===== src/rtl/fdc_defs.svh =====
// Constants shared by both ends of the diskette controller host port
`ifndef FDC_DEFS_SVH
`define FDC_DEFS_SVH
`define FDC_ADDR_STATUS 1'b0
`define FDC_ADDR_DATA 1'b1
`define FDC_MSR_RQM 7
`define FDC_MSR_DIO 6
`define FDC_MSR_NDMA 5
`define FDC_MSR_CB 4
`define FDC_FIFO_DEPTH 16
`define FDC_PARAM_BYTES 9
`define FDC_OP_READ 5'h06
`define FDC_OP_WRITE 5'h05
`define FDC_OP_SPECIFY 5'h03
`define FDC_OP_CONFIGURE 5'h13
`define FDC_OP_SENSE 5'h08
`define FDC_LEN_XFER 4'h9
`define FDC_LEN_SPECIFY 4'h3
`define FDC_LEN_CONFIGURE 4'h4
`define FDC_LEN_SENSE 4'h1
`define FDC_RES_XFER 3'h7
`define FDC_RES_SENSE 3'h2
`define FDC_SPEC_NDMA_BIT 0
`define FDC_CFG_FIFO_OFF_BIT 5
`define FDC_EOT_INDEX 6
`define FDC_ST0_ABNORMAL 8'h40
`define FDC_ST0_INVALID 8'h80
`endif


===== src/rtl/fdc_pkg.sv =====
// Types shared by both ends of the diskette controller host port
`include "fdc_defs.svh"
package fdc_pkg;
  typedef enum logic [1:0] {PH_CMD, PH_PROC, PH_EXEC, PH_RESULT} phase_type;

  typedef struct packed {
    phase_type phase;
    logic request_for_master;
    logic cb;
    logic irq;
    logic req;
    logic [3:0] idx;
    logic [2:0] ridx;
    logic [2:0] rlen;
    logic [`FDC_PARAM_BYTES-1:0][7:0] params;
    logic [`FDC_FIFO_DEPTH-1:0][7:0] mem;
    logic [3:0] wp;
    logic [3:0] rp;
    logic [4:0] cnt;
    logic fifo_en;
    logic [3:0] thr;
    logic ndma;
    logic dir_rd;
    logic tc_seen;
    logic end_seen;
    logic err_seen;
    logic invalid;
    logic [7:0] st0;
    logic [7:0] rdata;
  } dev_state_type;

  typedef enum logic [2:0] {HS_POLL, HS_WAIT_S, HS_STAT, HS_WAIT_D, HS_GET, HS_GAP} host_phase_type;

  typedef struct packed {
    host_phase_type st;
    logic rd;
    logic wr;
    logic addr;
    logic [7:0] wdata;
    logic tc;
    logic ack_n;
    logic rx_pend;
    logic rx_valid;
    logic [7:0] rx_data;
    logic rx_result;
  } host_state_type;
endpackage


===== src/rtl/fdc_link_if.sv =====
// Host port link between processor/DMA end and controller end
`timescale 1ns/1ps
interface fdc_link_if (
  input wire logic clk
);
  logic rd;
  logic wr;
  logic addr;
  logic [7:0] wdata;
  logic [7:0] rdata;
  logic host_irq;
  logic dma_req;
  logic dma_ack_n;
  logic tc;

  modport device (input clk, input rd, input wr, input addr, input wdata, input dma_ack_n, input tc,
                  output rdata, output host_irq, output dma_req);
  modport host (input clk, output rd, output wr, output addr, output wdata, output dma_ack_n, output tc,
                input rdata, input host_irq, input dma_req);
endinterface


===== src/rtl/fdc_device_end.sv =====
// Controller end: phase sequencing, status handshake and data FIFO
//
// Added by the designer: the placing of the registers and the address-and-strobe port.
`timescale 1ns/1ps
// Functional notes
// - Reset enters command phase, ready for byte
// - Host writes only when ready and outbound
// - Ready drops after each byte, returns per parameter
// - Last parameter: stay busy, advance phase (specify and configure drop busy, stay in command)
// - FIFO unused during command phase
// - Data moves only in execution phase
// - Reset leaves FIFO off; configure enables it
// - Threshold is programmed value plus one
// - Polled read requests at fill level
// - Polled write requests from entry until full
// - Polled write drops interrupt on plain write
// - Write ends after disk empties FIFO
// - DMA read requests at fill level
// - DMA request drops on final byte
// - DMA write requests until full, rearms
// - Terminal count with ack drops request
// - DMA writes use ack with write strobe
// - End on count, error or last sector
// - Implicit end reports abnormal status
// - Host tolerates late request removal
// - Interrupt starts result phase except after sense; read all
// - Host reads results only when both set
// - After results: ready, outbound, not busy
// - Bad opcode interrupts; sense reports error
module fdc_device_end #(
  parameter int DEPTH = `FDC_FIFO_DEPTH
) (
  input wire logic clk,
  input wire logic rst,
  fdc_link_if.device link,
  input wire logic disk_in_valid,
  input wire logic [7:0] disk_in_data,
  output logic disk_in_ready,
  output logic disk_out_valid,
  output logic [7:0] disk_out_data,
  input wire logic disk_out_ready,
  input wire logic sector_last,
  input wire logic disk_done,
  input wire logic disk_error,
  output logic exec_read,
  output logic exec_write,
  output logic [7:0] eot_param
);
  fdc_pkg::dev_state_type q, d;

  function automatic logic [3:0] cmd_len(input logic [4:0] op);
    case (op)
      `FDC_OP_READ: cmd_len = `FDC_LEN_XFER;
      `FDC_OP_WRITE: cmd_len = `FDC_LEN_XFER;
      `FDC_OP_SPECIFY: cmd_len = `FDC_LEN_SPECIFY;
      `FDC_OP_CONFIGURE: cmd_len = `FDC_LEN_CONFIGURE;
      `FDC_OP_SENSE: cmd_len = `FDC_LEN_SENSE;
      default: cmd_len = 4'h0;
    endcase
  endfunction

  function automatic logic [7:0] result_byte(input fdc_pkg::dev_state_type s);
    if (s.ridx == 3'h0)
      result_byte = s.st0;
    else if (s.ridx >= 3'h3)
      result_byte = s.params[4'(s.ridx) - 4'h1];
    else
      result_byte = 8'h00;
  endfunction

  logic exec;
  logic host_wr;
  logic host_rd;
  logic xfer_wr;
  logic xfer_rd;
  logic push;
  logic pop;
  logic tc_evt;
  logic done;
  logic [4:0] cap;
  logic [4:0] level;
  logic [4:0] rearm;
  logic [3:0] len;
  logic [7:0] msr;

  ////////////////////////////////////////////////////////////////////////
  // Access decode and FIFO sizing
  always_comb begin
    exec = q.phase == fdc_pkg::PH_EXEC;
    host_wr = link.wr && link.addr == `FDC_ADDR_DATA;
    host_rd = link.rd && link.addr == `FDC_ADDR_DATA;
    xfer_wr = exec && !q.dir_rd && (q.ndma ? host_wr : (!link.dma_ack_n && link.wr));
    xfer_rd = exec && q.dir_rd && (q.ndma ? host_rd : (!link.dma_ack_n && link.rd));
    // FIFO off means one byte per request
    cap = q.fifo_en ? 5'(DEPTH) : 5'h01;
    level = q.fifo_en ? 5'(DEPTH) - ({1'b0, q.thr} + 5'h01) : 5'h01;
    rearm = q.fifo_en ? {1'b0, q.thr} + 5'h01 : 5'h00;
    push = q.dir_rd ? (disk_in_valid && disk_in_ready) : (xfer_wr && q.cnt < cap);
    pop = q.dir_rd ? (xfer_rd && q.cnt != 5'h00) : (disk_out_valid && disk_out_ready);
    // count qualified by ack or strobe
    tc_evt = exec && link.tc && (q.ndma ? (xfer_wr || xfer_rd) : !link.dma_ack_n);
    len = cmd_len(q.params[0][4:0]);
    msr = {q.request_for_master, q.phase == fdc_pkg::PH_RESULT || (exec && q.dir_rd && q.ndma), exec && q.ndma, q.cb, 4'h0};
  end

  ////////////////////////////////////////////////////////////////////////
  // Next state
  always_comb begin
    d = q;
    done = 1'b0;
    if (link.rd) begin
      if (link.addr == `FDC_ADDR_STATUS && link.dma_ack_n)
        d.rdata = msr;
      else if (q.phase == fdc_pkg::PH_RESULT)
        d.rdata = result_byte(q);
      else if (xfer_rd)
        d.rdata = q.mem[q.rp];
      else
        d.rdata = 8'h00;
    end
    case (q.phase)
      fdc_pkg::PH_CMD: begin
        if (host_wr && q.request_for_master) begin
          d.params[q.idx] = link.wdata;
          d.idx = q.idx + 4'h1;
          d.request_for_master = 1'b0;
          d.cb = 1'b1;
          d.irq = 1'b0;
          d.phase = fdc_pkg::PH_PROC;
        end
      end
      fdc_pkg::PH_PROC: begin
        d.phase = fdc_pkg::PH_CMD;
        if (len == 4'h0) begin
          d.invalid = 1'b1;
          d.irq = 1'b1;
          d.idx = 4'h0;
          d.request_for_master = 1'b1;
          d.cb = 1'b0;
        end else if (q.idx < len) begin
          d.request_for_master = 1'b1;
        end else begin
          d.idx = 4'h0;
          d.request_for_master = 1'b1;
          d.cb = 1'b0;
          case (q.params[0][4:0])
            `FDC_OP_SPECIFY: d.ndma = q.params[2][`FDC_SPEC_NDMA_BIT];
            `FDC_OP_CONFIGURE: begin
              d.fifo_en = ~q.params[2][`FDC_CFG_FIFO_OFF_BIT];
              d.thr = q.params[2][3:0];
            end
            `FDC_OP_SENSE: begin
              d.st0 = q.invalid ? `FDC_ST0_INVALID : q.st0;
              d.invalid = 1'b0;
              d.rlen = `FDC_RES_SENSE;
              d.ridx = 3'h0;
              d.cb = 1'b1;
              d.phase = fdc_pkg::PH_RESULT;
            end
            default: begin
              d.dir_rd = q.params[0][4:0] == `FDC_OP_READ;
              d.wp = 4'h0;
              d.rp = 4'h0;
              d.cnt = 5'h00;
              d.tc_seen = 1'b0;
              d.end_seen = 1'b0;
              d.err_seen = 1'b0;
              d.req = q.params[0][4:0] == `FDC_OP_WRITE;
              d.irq = q.ndma && q.params[0][4:0] == `FDC_OP_WRITE;
              d.request_for_master = q.ndma && q.params[0][4:0] == `FDC_OP_WRITE;
              d.cb = 1'b1;
              d.phase = fdc_pkg::PH_EXEC;
            end
          endcase
        end
      end
      fdc_pkg::PH_EXEC: begin
        if (push) begin
          d.mem[q.wp] = q.dir_rd ? disk_in_data : link.wdata;
          d.wp = q.wp + 4'h1;
        end
        if (pop)
          d.rp = q.rp + 4'h1;
        d.cnt = q.cnt + 5'(push) - 5'(pop);
        if (tc_evt)
          d.tc_seen = 1'b1;
        if (disk_done)
          d.end_seen = 1'b1;
        if (disk_error || (xfer_wr && q.cnt >= cap) || (xfer_rd && q.cnt == 5'h00))
          d.err_seen = 1'b1;
        if (q.dir_rd) begin
          if (d.cnt == 5'h00 || d.tc_seen)
            d.req = 1'b0;
          else if (d.cnt >= level || sector_last)
            d.req = 1'b1;
        end else begin
          // hold until full, rearm at threshold
          if (d.cnt >= cap || d.tc_seen || d.end_seen)
            d.req = 1'b0;
          else if (d.cnt <= rearm)
            d.req = 1'b1;
        end
        if (q.ndma) begin
          if (!d.req)
            d.irq = 1'b0;
          else if (!q.req)
            d.irq = 1'b1;
          if (!q.dir_rd && xfer_wr && !link.tc && link.dma_ack_n)
            d.irq = 1'b0;
        end
        d.request_for_master = q.ndma && d.req;
        // finish only once FIFO is empty
        done = (d.tc_seen || d.end_seen || d.err_seen) && d.cnt == 5'h00;
        if (done) begin
          d.st0 = d.tc_seen && !d.err_seen ? 8'h00 : `FDC_ST0_ABNORMAL;
          d.req = 1'b0;
          d.irq = 1'b1;
          d.request_for_master = 1'b1;
          d.ridx = 3'h0;
          d.rlen = `FDC_RES_XFER;
          d.phase = fdc_pkg::PH_RESULT;
        end
      end
      fdc_pkg::PH_RESULT: begin
        if (host_rd && q.request_for_master) begin
          d.irq = 1'b0;
          d.ridx = q.ridx + 3'h1;
          // all read: ready for next command
          if (q.ridx == q.rlen - 3'h1) begin
            d.request_for_master = 1'b1;
            d.cb = 1'b0;
            d.idx = 4'h0;
            d.phase = fdc_pkg::PH_CMD;
          end
        end
      end
      default: d.phase = fdc_pkg::PH_CMD;
    endcase
    if (rst) begin
      d = '0;
      d.request_for_master = 1'b1;
    end
  end

  always_ff @(posedge clk) begin
    q <= d;
  end

  ////////////////////////////////////////////////////////////////////////
  // Outputs
  // disk side sees FIFO only while executing
  assign exec_read = exec && q.dir_rd;
  assign exec_write = exec && !q.dir_rd;
  assign disk_in_ready = exec_read && q.cnt < cap && !q.tc_seen;
  assign disk_out_valid = exec_write && q.cnt != 5'h00;
  assign disk_out_data = q.mem[q.rp];
  assign eot_param = q.params[`FDC_EOT_INDEX];
  assign link.rdata = q.rdata;
  assign link.host_irq = q.irq;
  // request ends with final acked byte
  assign link.dma_req = exec && !q.ndma && q.req;
endmodule


===== src/flat_wrapper.sv =====
// flat-port wrapper written by rule: the top's interface ports become plain ports
module fdc_device_end_flat 
#(
  parameter int DEPTH = `FDC_FIFO_DEPTH
)
  (clk, rst, disk_in_valid, disk_in_data, disk_in_ready, disk_out_valid, disk_out_data, disk_out_ready, sector_last, disk_done, disk_error, exec_read, exec_write, eot_param, link_rd, link_wr, link_addr, link_wdata, link_dma_ack_n, link_tc, link_rdata, link_host_irq, link_dma_req);
  fdc_link_if link_i (.clk(clk));
  input wire logic clk;
  input wire logic rst;
  input wire logic disk_in_valid;
  input wire logic [7:0] disk_in_data;
  output logic disk_in_ready;
  output logic disk_out_valid;
  output logic [7:0] disk_out_data;
  input wire logic disk_out_ready;
  input wire logic sector_last;
  input wire logic disk_done;
  input wire logic disk_error;
  output logic exec_read;
  output logic exec_write;
  output logic [7:0] eot_param;
  input wire logic [$bits(link_i.rd)-1:0] link_rd;
  input wire logic [$bits(link_i.wr)-1:0] link_wr;
  input wire logic [$bits(link_i.addr)-1:0] link_addr;
  input wire logic [$bits(link_i.wdata)-1:0] link_wdata;
  input wire logic [$bits(link_i.dma_ack_n)-1:0] link_dma_ack_n;
  input wire logic [$bits(link_i.tc)-1:0] link_tc;
  output wire logic [$bits(link_i.rdata)-1:0] link_rdata;
  output wire logic [$bits(link_i.host_irq)-1:0] link_host_irq;
  output wire logic [$bits(link_i.dma_req)-1:0] link_dma_req;
  assign link_i.rd = link_rd;
  assign link_i.wr = link_wr;
  assign link_i.addr = link_addr;
  assign link_i.wdata = link_wdata;
  assign link_i.dma_ack_n = link_dma_ack_n;
  assign link_i.tc = link_tc;
  assign link_rdata = link_i.rdata;
  assign link_host_irq = link_i.host_irq;
  assign link_dma_req = link_i.dma_req;
  fdc_device_end #(.DEPTH(DEPTH)) u_core (.clk(clk), .rst(rst), .link(link_i), .disk_in_valid(disk_in_valid), .disk_in_data(disk_in_data), .disk_in_ready(disk_in_ready), .disk_out_valid(disk_out_valid), .disk_out_data(disk_out_data), .disk_out_ready(disk_out_ready), .sector_last(sector_last), .disk_done(disk_done), .disk_error(disk_error), .exec_read(exec_read), .exec_write(exec_write), .eot_param(eot_param));
endmodule

===== config.mk =====
export PLATFORM = sky130hd
export DESIGN_NAME = fdc_device_end_flat
export DESIGN_NICKNAME = d
export VERILOG_FILES = /design/src/rtl/fdc_pkg.sv /design/src/rtl/fdc_link_if.sv /design/src/rtl/fdc_device_end.sv /design/src/flat_wrapper.sv
export VERILOG_INCLUDE_DIRS = /design/src /design/src/rtl
export SDC_FILE = /design/constraint.sdc
export NUM_CORES = 1
export LEC_CHECK = 0
export BUFFER_PORTS_ARGS = -buffer_cell sky130_fd_sc_hd__buf_2
export CORE_AREA = 2 2 180 182
export CTS_BUF_LIST = sky130_fd_sc_hd__clkbuf_4 sky130_fd_sc_hd__clkbuf_8 sky130_fd_sc_hd__clkbuf_16
export DETAILED_ROUTE_END_ITERATION = 10
export DIE_AREA = 0 0 182 184
export PLACE_DENSITY = 0.65
export SLEW_MARGIN = 20
export SYNTH_ARGS = -nofsm -noshare
export SYNTH_HDL_FRONTEND = slang
export SYNTH_SLANG_ARGS = --single-unit

===== constraint.sdc =====
create_clock -name clk -period 8.85 [get_ports clk]
set_clock_uncertainty 0.15 [all_clocks]
set_input_delay 2.655 -clock clk [delete_from_list [all_inputs] [get_ports clk]]
set_output_delay 2.655 -clock clk [all_outputs]
set_load 0.02 [all_outputs]

**After elaboration in Yosys (flattened, before gate mapping)**

Index checks and enable logic that the tools add are counted.
Widths: inputs -> output; s select.

- Word-level logic and storage cells: 266
- Bits of input ports: 28
- Output and inout bits: 30
- Bits in registers: 256

- Equality and inequality tests: 25
- Bitwise gates (word level): 5
- Reduce and logical (&&, ||, !) cells: 80
- Order comparisons: 13
- Add/subtract/negate cells: 10
- Multiplexer cells: 87

Operators by type and width:

| kind | number |
|---|---|
| $bwmux 128 | 1 |
| $mux 8 | 13 |
| $bwmux 72 | 1 |
| $bmux 8 s4 | 2 |
| $demux 8 s4 | 2 |
| $logic_and 1x1->1 | 35 |
| $mux 32 | 1 |
| $mux 5 | 6 |
| $mux 4 | 7 |
| $mux 1 | 27 |
| $mux 13 | 2 |
| $pmux 13 s2 | 1 |
| $mux 23 | 1 |
| $lt 4x5->1 const B | 4 |
| $reduce_and 4->1 | 5 |
| $reduce_and 5->1 | 4 |
| $mux 6 | 3 |
| $ne 2x2->1 const B | 9 |
| $reduce_and 6->1 | 3 |
| $pmux 4 s4 | 1 |
| $pmux 8 s2 | 1 |
| $ge 5x5->1 | 3 |
| $mux 7 | 2 |
| $add 4x1->4 const B | 3 |
| other kinds (47) | 83 |

**Longest topological paths before layout**

Gate-level depths: netlist (run 1).

- Word-level depth: 19
- Depth in mapped cells: 20

**Worst setup path after synthesis (run 1)**

OpenSTA, ideal clock, no wires.

- Kind: input -> register
- Start: input link_rd
- End: register u_core.q (netlist bit u_core.link.host_irq)
- Required time: 8.628 ns
- Slack: 2.722 ns
- Stages on the path: 17
- Arrival time: 5.907 ns
- Path buffers: 1
- Cell sequence: clkbuf_1 nand4_1 a21oi_1 ha_1 inv_1 ha_1 nand3b_1 and4_1 or2_2 ha_1 nand4_1 o211a_1 a22oi_1 o2111ai_1 o31ai_1 a221oi_1 mux2i_1

- Longest elaborated chain between the ends: 18
- Elaborated cells between the ends (all ways): 43
- Those cells by class: add/sub: 1; order compare: 3; eq/ne: 3; mux: 18; reduce/logical: 18

Ends and longest elaborated chain:

| element | RTL line | text |
|---|---|---|
| from (decl) | flat_wrapper.sv:22 | `input wire logic [$bits(link_i.rd)-1:0] link_rd;` |
| branches (longest 18 deep; another with $sub 5x1->5) | n/a |  |
| to (signal assigned) | fdc_device_end.sv:246 | `q <= d;` |
| to (decl) | fdc_device_end.sv:49 | `fdc_pkg::dev_state_type q, d;` |

Parallel ways; which one is timed is not known. The select of a mux whose other input is x is not followed.
A chain may end at the register's enable or synchronous reset.

**Worst setup path after layout (run 1)**

- Start: input link_addr
- End: register u_core.q (netlist bit u_core.link.host_irq)

- Longest elaborated chain between the ends: 18
- Elaborated cells between the ends (all ways): 55
- Those cells by class: add/sub: 2; order compare: 3; eq/ne: 4; mux: 20; reduce/logical: 26

Ends and longest elaborated chain:

| element | RTL line | text |
|---|---|---|
| from (decl) | flat_wrapper.sv:24 | `input wire logic [$bits(link_i.addr)-1:0] link_addr;` |
| $logic_and 1x1->1 (no source line) | n/a |  |
| $mux 1 (on tied branches) | fdc_device_end.sv:92, fdc_device_end.sv:93 |  |
| $logic_and 1x1->1 (on tied branches) | fdc_device_end.sv:92, fdc_device_end.sv:93 |  |
| $logic_and 1x1->1 / $logic_or 1x1->1 (equally long branches) | fdc_device_end.sv:98, fdc_device_end.sv:101 |  |
| $mux 1 (on tied branches) | fdc_device_end.sv:98, fdc_device_end.sv:101 |  |
| $add 5x1->5 / $logic_and 1x1->1 (equally long branches) | fdc_device_end.sv:184, fdc_device_end.sv:101 |  |
| $sub 5x1->5 / $mux 1 (equally long branches) | fdc_device_end.sv:184, fdc_device_end.sv:185 |  |
| $ge 5x5->1 (tied with other cells) | fdc_device_end.sv:194 | `else if (d.cnt >= level \|\| sector_last)` |
| (+2 left out) | n/a |  |
| $mux 1 (on tied branches) | fdc_device_end.sv:192, fdc_device_end.sv:198 |  |
| $mux 1 | fdc_device_end.sv:191 | `if (q.dir_rd) begin` |
| $mux 1 | fdc_device_end.sv:121 | `case (q.phase)` |
| $mux 1 | fdc_device_end.sv:204 | `if (!d.req)` |
| $mux 1 | fdc_device_end.sv:208 | `if (!q.dir_rd && xfer_wr && !link.tc && link.dma_ack_n)` |
| $mux 1 | fdc_device_end.sv:203 | `if (q.ndma) begin` |
| $mux 2 | fdc_device_end.sv:214 | `if (done) begin` |
| $pmux 1 s4 | fdc_device_end.sv:121 |  |

Several ways; a longest one is shown, not always the timed one. The select of a mux whose other input is x is not followed.

==> results_dict.tcl, run 1 <==
set metrics [dict create \
    status "complete, no violations" \
    ys_warn_count 0 \
    ys_ff_latch 241 \
    first_iter_violations 856 \
    design_power_total_mw 2.45 \
    fp.dieW_um 182 \
    wl_per_cell_um 19.7 \
    cts_buffer_depth 3 \
    rsz0062_at_grt "false" \
    coreArea_um2 31400 \
    drv_slew 0 \
    yosysSeqAreaShare 0.386 \
    cp.required_ps 9170 \
    cts_resized 0 \
    hold_viol_final 0 \
    utilization 0.438 \
    setup_ws_ps 2690 \
    first_pass_iters 5 \
    cts_setup_buffers 0 \
    crit_path_top_delay_cell "a21oi_1" \
    cts_num_sinks 241 \
    hold_class "reg2reg" \
    path_clk_slew_ps 60 \
    die-area_um2 33500 \
    synth_top_area_cell "dfxtp_1" \
    drt_wl_total_um 33900 \
    antenna_found_initial 0 \
    finalSetupTns_ps 0 \
    vias_per_cell 5.73 \
    ant_nets 0 \
    synth_ff_type "dfxtp_1" \
    critical_path.most_common_cell "ha_1" \
    syn_area_per_cell_um2 9.48 \
    synth_edf_count 0 \
    p_per_area_nw_per_um2 178 \
    dpl.hpwl_um 22700 \
    crit_fanout 6 \
    num_antenna_cells 0 \
    arrival_ps 6480 \
    synthesis.area_um2 12500 \
    grt_max_degree 111 \
    clock_latency_ps 560 \
    cts_hold_buf 0 \
    synth.area.top_cells "dfxtp_1 (39%), mux2i_1 (13%), mux4_2 (10%), nor2_1 (6.2%), ha_1 (4.3%)" \
    cts_max_level 1 \
    area_delta_synth_final_pct 9.97 \
    dieHeight_um 184 \
    initial_core_util 0.398 \
    yosysMostFrequentCell "dfxtp_1" \
    root_buffer "clkbuf_16" \
    grt_use_total 0.201 \
    final_nets 1375 \
    pin_count 58 \
    rows 65 \
    fmax_ghz 0.162 \
    setup_viol 0 \
    max-slew-margin-rel 0.380 \
    gp_congestion 0.897 \
    fin_crit_sh 0.696 \
    start_kind "input port" \
    cp_slowest_stage_delay_ps 460 \
    synthArstFlopShare 0 \
    synth_commonest_cells "dfxtp_1 (241), nor2_1 (207), mux2i_1 (157)" \
    yosys.area.top_type_share 0.386 \
    vdd_drop_max_mv 0.165 \
    cts_tree "done" \
    dp_slack_ps 1960 \
    drc 0 \
    drive_gt1_frac 0.156 \
    fin_crit_ps 6160 \
    grt_overflow 0 \
    cap_violations 0 \
    path_cells "buf_2 -> nand2b_1 -> nand4_1 -> a21oi_1 -> ha_1 -> inv_1 -> ha_1 -> fa_1 -> xnor2_1 -> ha_1 -> nand4_1 -> o211a_1 -> a22oi_1 -> o2111ai_1 -> o31ai_1 -> a221oi_1 -> mux2i_1" \
    syn_inst 1320 \
    crit_start "link_addr" \
    numCtsBuffers 26 \
    hold_start "u_core.q[180]$_SDFFE_PP0P_" \
    cp-end-kind "register" \
    first_global_vias 9292 \
    leakagePower_nw 5.88 \
    critPathKind "in2reg" \
    tightest_slew_ps 929 \
    synth_nets 1392 \
    portBuffers 57 \
    ys_types 73 \
    grt_pass1_wl_um 53300 \
    vias 9869 \
    r2r_start "u_core.q[254]$_SDFFE_PP0P_" \
]
[metal layers]
metal,share of wire,wire [µm],track usage
met3,0.071,2420,0.0273
met4,0.017,580,0.0503
met1,0.47,15800,0.295
met2,0.45,15100,0.312
met5,0,0,0
[cells by family after synthesis]
logic type,Yosys count,synth area share
mux,221,0.234
flops,241,0.386
fa+ha+maj,44,0.0446
compound gates,204,0.103
buf+inv,151,0.0534
simple gates,446,0.170
xor+xnor,13,0.00970
[state kept, by name, indices dropped and copies added (netlist names)]
register,cells
u_core.eot_param,8
u_core.link.host_irq,1
u_core.link.rdata,8
u_core.msr,2
u_core.q,222
[metrics by stage]
step,hold WS (ps),cell area (µm²),cells
4_1_cts,303,13700,1722
6_report,305,13800,1723
5_1_grt,324,13800,1723
3_5_place_dp,295,12900,1676
3_3_place_gp,290,12900,1676
2_1_floorplan,279,12500,1320
[worst paths after layout]
path                                                           to  cells past startpoint  slack, ps
worst max-delay path            u_core.link.host_irq$_SDFFE_PP0P_                     17       2690
worst min-delay path                   u_core.q[180]$_SDFFE_PP0P_                      2        300
worst max register to register  u_core.link.host_irq$_SDFFE_PP0P_                     18       3790
worst min register to register         u_core.q[180]$_SDFFE_PP0P_                      2        300
[worst max-delay path: cells and delay by family]
kind	cells	cell delay, ps
compound gates	6	1500
fa+ha+maj	4	1140
mux	1	220
simple gates	3	390
buf+inv	2	170
xor+xnor	1	410
[area by class of cell]
class | count | area (µm²)
clock buffers | 40 | 781
clock inverters | 6 | 105
fillers | 3037 | 17600
inverters | 39 | 146
multi-input cells | 928 | 7020
flip-flops and latches | 241 | 4830
well taps | 402 | 503
repair buffers | 67 | 374
[cell usage in the layout, fill, tap and decap left out, drive strengths merged, types with 8 or more instances in the layout]
cell	instances
clkbuf	40
a211oi	39
mux2	8
a21oi	77
ha	43
nor3	12
dfxtp	241
mux2i	157
xnor2	9
mux4	56
nand3	52
buf	67
nand2b	17
nand4	13
nand2	83
inv	37
o21ai	41
nor2	207
[power by group]
group / internal (mW) / switching (mW)
clock: 0.667 / 0.451
combinational: 0.0669 / 0.146
sequential: 1.10 / 0.0208
Note: power is estimated with default switching activity, not from simulation.
==> inputs of run 2 (changes only) <==
--- a/config.mk
+++ b/config.mk
@@ -11,7 +11,7 @@
 export CTS_BUF_LIST = sky130_fd_sc_hd__clkbuf_4 sky130_fd_sc_hd__clkbuf_8 sky130_fd_sc_hd__clkbuf_16
 export DETAILED_ROUTE_END_ITERATION = 10
 export DIE_AREA = 0 0 182 184
-export PLACE_DENSITY = 0.65
+export PLACE_DENSITY = 0.67
 export SLEW_MARGIN = 20
 export SYNTH_ARGS = -nofsm -noshare
 export SYNTH_HDL_FRONTEND = slang
==> constraint.sdc (replaced) <==
create_clock -name clk -period 5.2 [get_ports clk]
set_clock_uncertainty 0.15 [all_clocks]
set_input_delay 1.56 -clock clk [delete_from_list [all_inputs] [get_ports clk]]
set_output_delay 1.56 -clock clk [all_outputs]
set_load 0.02 [all_outputs]
==> results_dict.tcl, run 2 (synthesis results as in run 1) <==
set metrics [dict create \
    cp-end-kind "register" \
    clock_latency_ps 550 \
    start_kind "input port" \
    root_buffer "clkbuf_16" \
    cts_resized 0 \
    grt_max_degree 112 \
    drt_wl_total_um 33400 \
    cp.required_ps 5530 \
    cts_buffer_depth 3 \
    leakagePower_nw 5.91 \
    path_depth 17 \
    ant_nets 0 \
    drive_gt1_frac 0.162 \
    regMostFlops "u_core.q" \
    cp_slowest_stage_delay_ps 420 \
    multi_input_area_um2 7020 \
    crit_fanout 4 \
    fin_crit_ps 4760 \
    hold_class "reg2reg" \
    r2r-end "u_core.link.host_irq$_SDFFE_PP0P_" \
    dpl.hpwl_um 22700 \
    first_global_vias 9386 \
    max-slew-margin-rel 0.380 \
    vias_per_cell 5.72 \
    dieHeight_um 184 \
    cts_tree "done" \
    first_pass_iters 5 \
    utilization 0.440 \
    r2r_start "u_core.q[26]$_SDFFE_PP0P_" \
    n_fill_cell 2988 \
    p_per_area_nw_per_um2 296 \
    grtUsageMet1 0.285 \
    critPathKind "in2reg" \
    status "complete, no violations" \
    rsz0062_at_grt "false" \
    grt_use_total 0.200 \
    coreArea_um2 31400 \
    rows 65 \
    fp.dieW_um 182 \
    path_cells "buf_2 -> nand2b_1 -> nand4_1 -> a21oi_1 -> ha_1 -> inv_1 -> ha_1 -> fa_1 -> xnor2_1 -> ha_1 -> nand4_1 -> o211a_1 -> a22oi_1 -> o2111ai_1 -> o31ai_1 -> a221oi_1 -> mux2i_1" \
    cts_num_sinks 241 \
    setup_viol 0 \
    fmax_ghz 0.210 \
    cts_max_level 1 \
    tightest_slew_ps 929 \
    die-area_um2 33500 \
    grt-busiest-layer "met2" \
    vias 9914 \
    endpoint "u_core.link.host_irq$_SDFFE_PP0P_" \
    cts_hold_buf 0 \
    first_iter_violations 907 \
    final_nets 1383 \
    gp_congestion 0.881 \
    initial_core_util 0.398 \
    wl_per_cell_um 19.3 \
    r2r_slack_ps 490 \
    final_common_cell "dfxtp_1" \
    seq_area_um2 4830 \
    r2r_cells 17 \
    critical_path.most_common_cell "ha_1" \
    num_antenna_cells 0 \
    drc 0 \
    arrival_ps 5080 \
    cts_setup_buffers 0 \
    drv_slew 0 \
    use_met3 0.0315 \
    grt_overflow 0 \
    cp_num_buf_inv 2 \
    met2_usage 0.316 \
    final_cell_mix "dfxtp_1 (240), nor2_1 (207), mux2i_1 (157), nand2_1 (83), a21oi_1 (75)" \
    pin_count 58 \
    fin_crit_sh 0.914 \
    largest_register_ffs 222 \
    numCtsBuffers 26 \
    vdd_drop_max_mv 0.279 \
    grt_pass1_wl_um 52900 \
    portBuffers 57 \
    cap_violations 0 \
    area_delta_synth_final_pct 10.3 \
    crit_family "adder cells" \
    finalSetupTns_ps 0 \
    path_clk_slew_ps 60 \
    antenna_found_initial 0 \
    crit_path_top_delay_cell "fa_1" \
    hold_viol_final 0 \
    crit_start "link_addr" \
]
run 2: tightest hold or removal path, cell delays in order, from the launching register on:
cell	delay, ps
dfxtp_1	310
nand2_1	50
a21oi_1	50
run 2: routing by layer:
layer | vias up | wire, µm
met5 | - | 0
met4 | 0 | 674
met3 | 55 | 2310
met2 | 329 | 15000
met1 | 4821 | 15400
li1 | 4709 | -
run 2: final cells by class:
class                           instances  area share
Tap cell                              402      0.0365
Timing Repair Buffer                   75      0.0327
Sequential cell                       241       0.350
Inverter                               39      0.0106
Clock inverter                          6     0.00399
Clock buffer                           41      0.0576
Multi-Input combinational cell        928       0.509
run 2: per-stage QoR:
| step | hold WS, ps | cell area, µm² | power, mW | std cells | worst slack (ps) |
|---|---|---|---|---|---|
| 4_1_cts | 305 | 13800 | 4.11 | 1732 | 495 |
| 5_1_grt | 321 | 13800 | 4.22 | 1732 | 152 |
| 3_5_place_dp | 296 | 12900 | 2.31 | 1685 | -44.9 |
| 2_1_floorplan | 279 | 12500 | 2.20 | 1320 | 167 |
| 6_report | 304 | 13800 | 4.08 | 1732 | 445 |
| 3_3_place_gp | 290 | 12900 | 2.30 | 1685 | 56.5 |
run 2: how the worst min path moves through the flow:
stage	endpoint	startpoint	depth (start not counted)
final	u_core.q[192]$_SDFFE_PP0P_	u_core.q[192]$_SDFFE_PP0P_	2
after global routing	u_core.q[199]$_SDFFE_PP0P_	u_core.q[199]$_SDFFE_PP0P_	2
after CTS	u_core.q[183]$_SDFFE_PP0P_	u_core.q[183]$_SDFFE_PP0P_	2
after detailed placement	u_core.q[177]$_SDFFE_PP0P_	u_core.q[177]$_SDFFE_PP0P_	2
after global placement	u_core.q[197]$_SDFFE_PP0P_	u_core.q[197]$_SDFFE_PP0P_	2
after floorplan	u_core.q[241]$_SDFFE_PP0P_	u_core.q[241]$_SDFFE_PP0P_	2
run 2: power breakdown:
group / internal, mW / leakage [nW] / switching [mW] / total (mW)
Combinational: 0.115 / 3.54 / 0.246 / 0.362
Sequential: 1.88 / 1.94 / 0.0355 / 1.91
Clock: 1.05 / 0.433 / 0.757 / 1.81
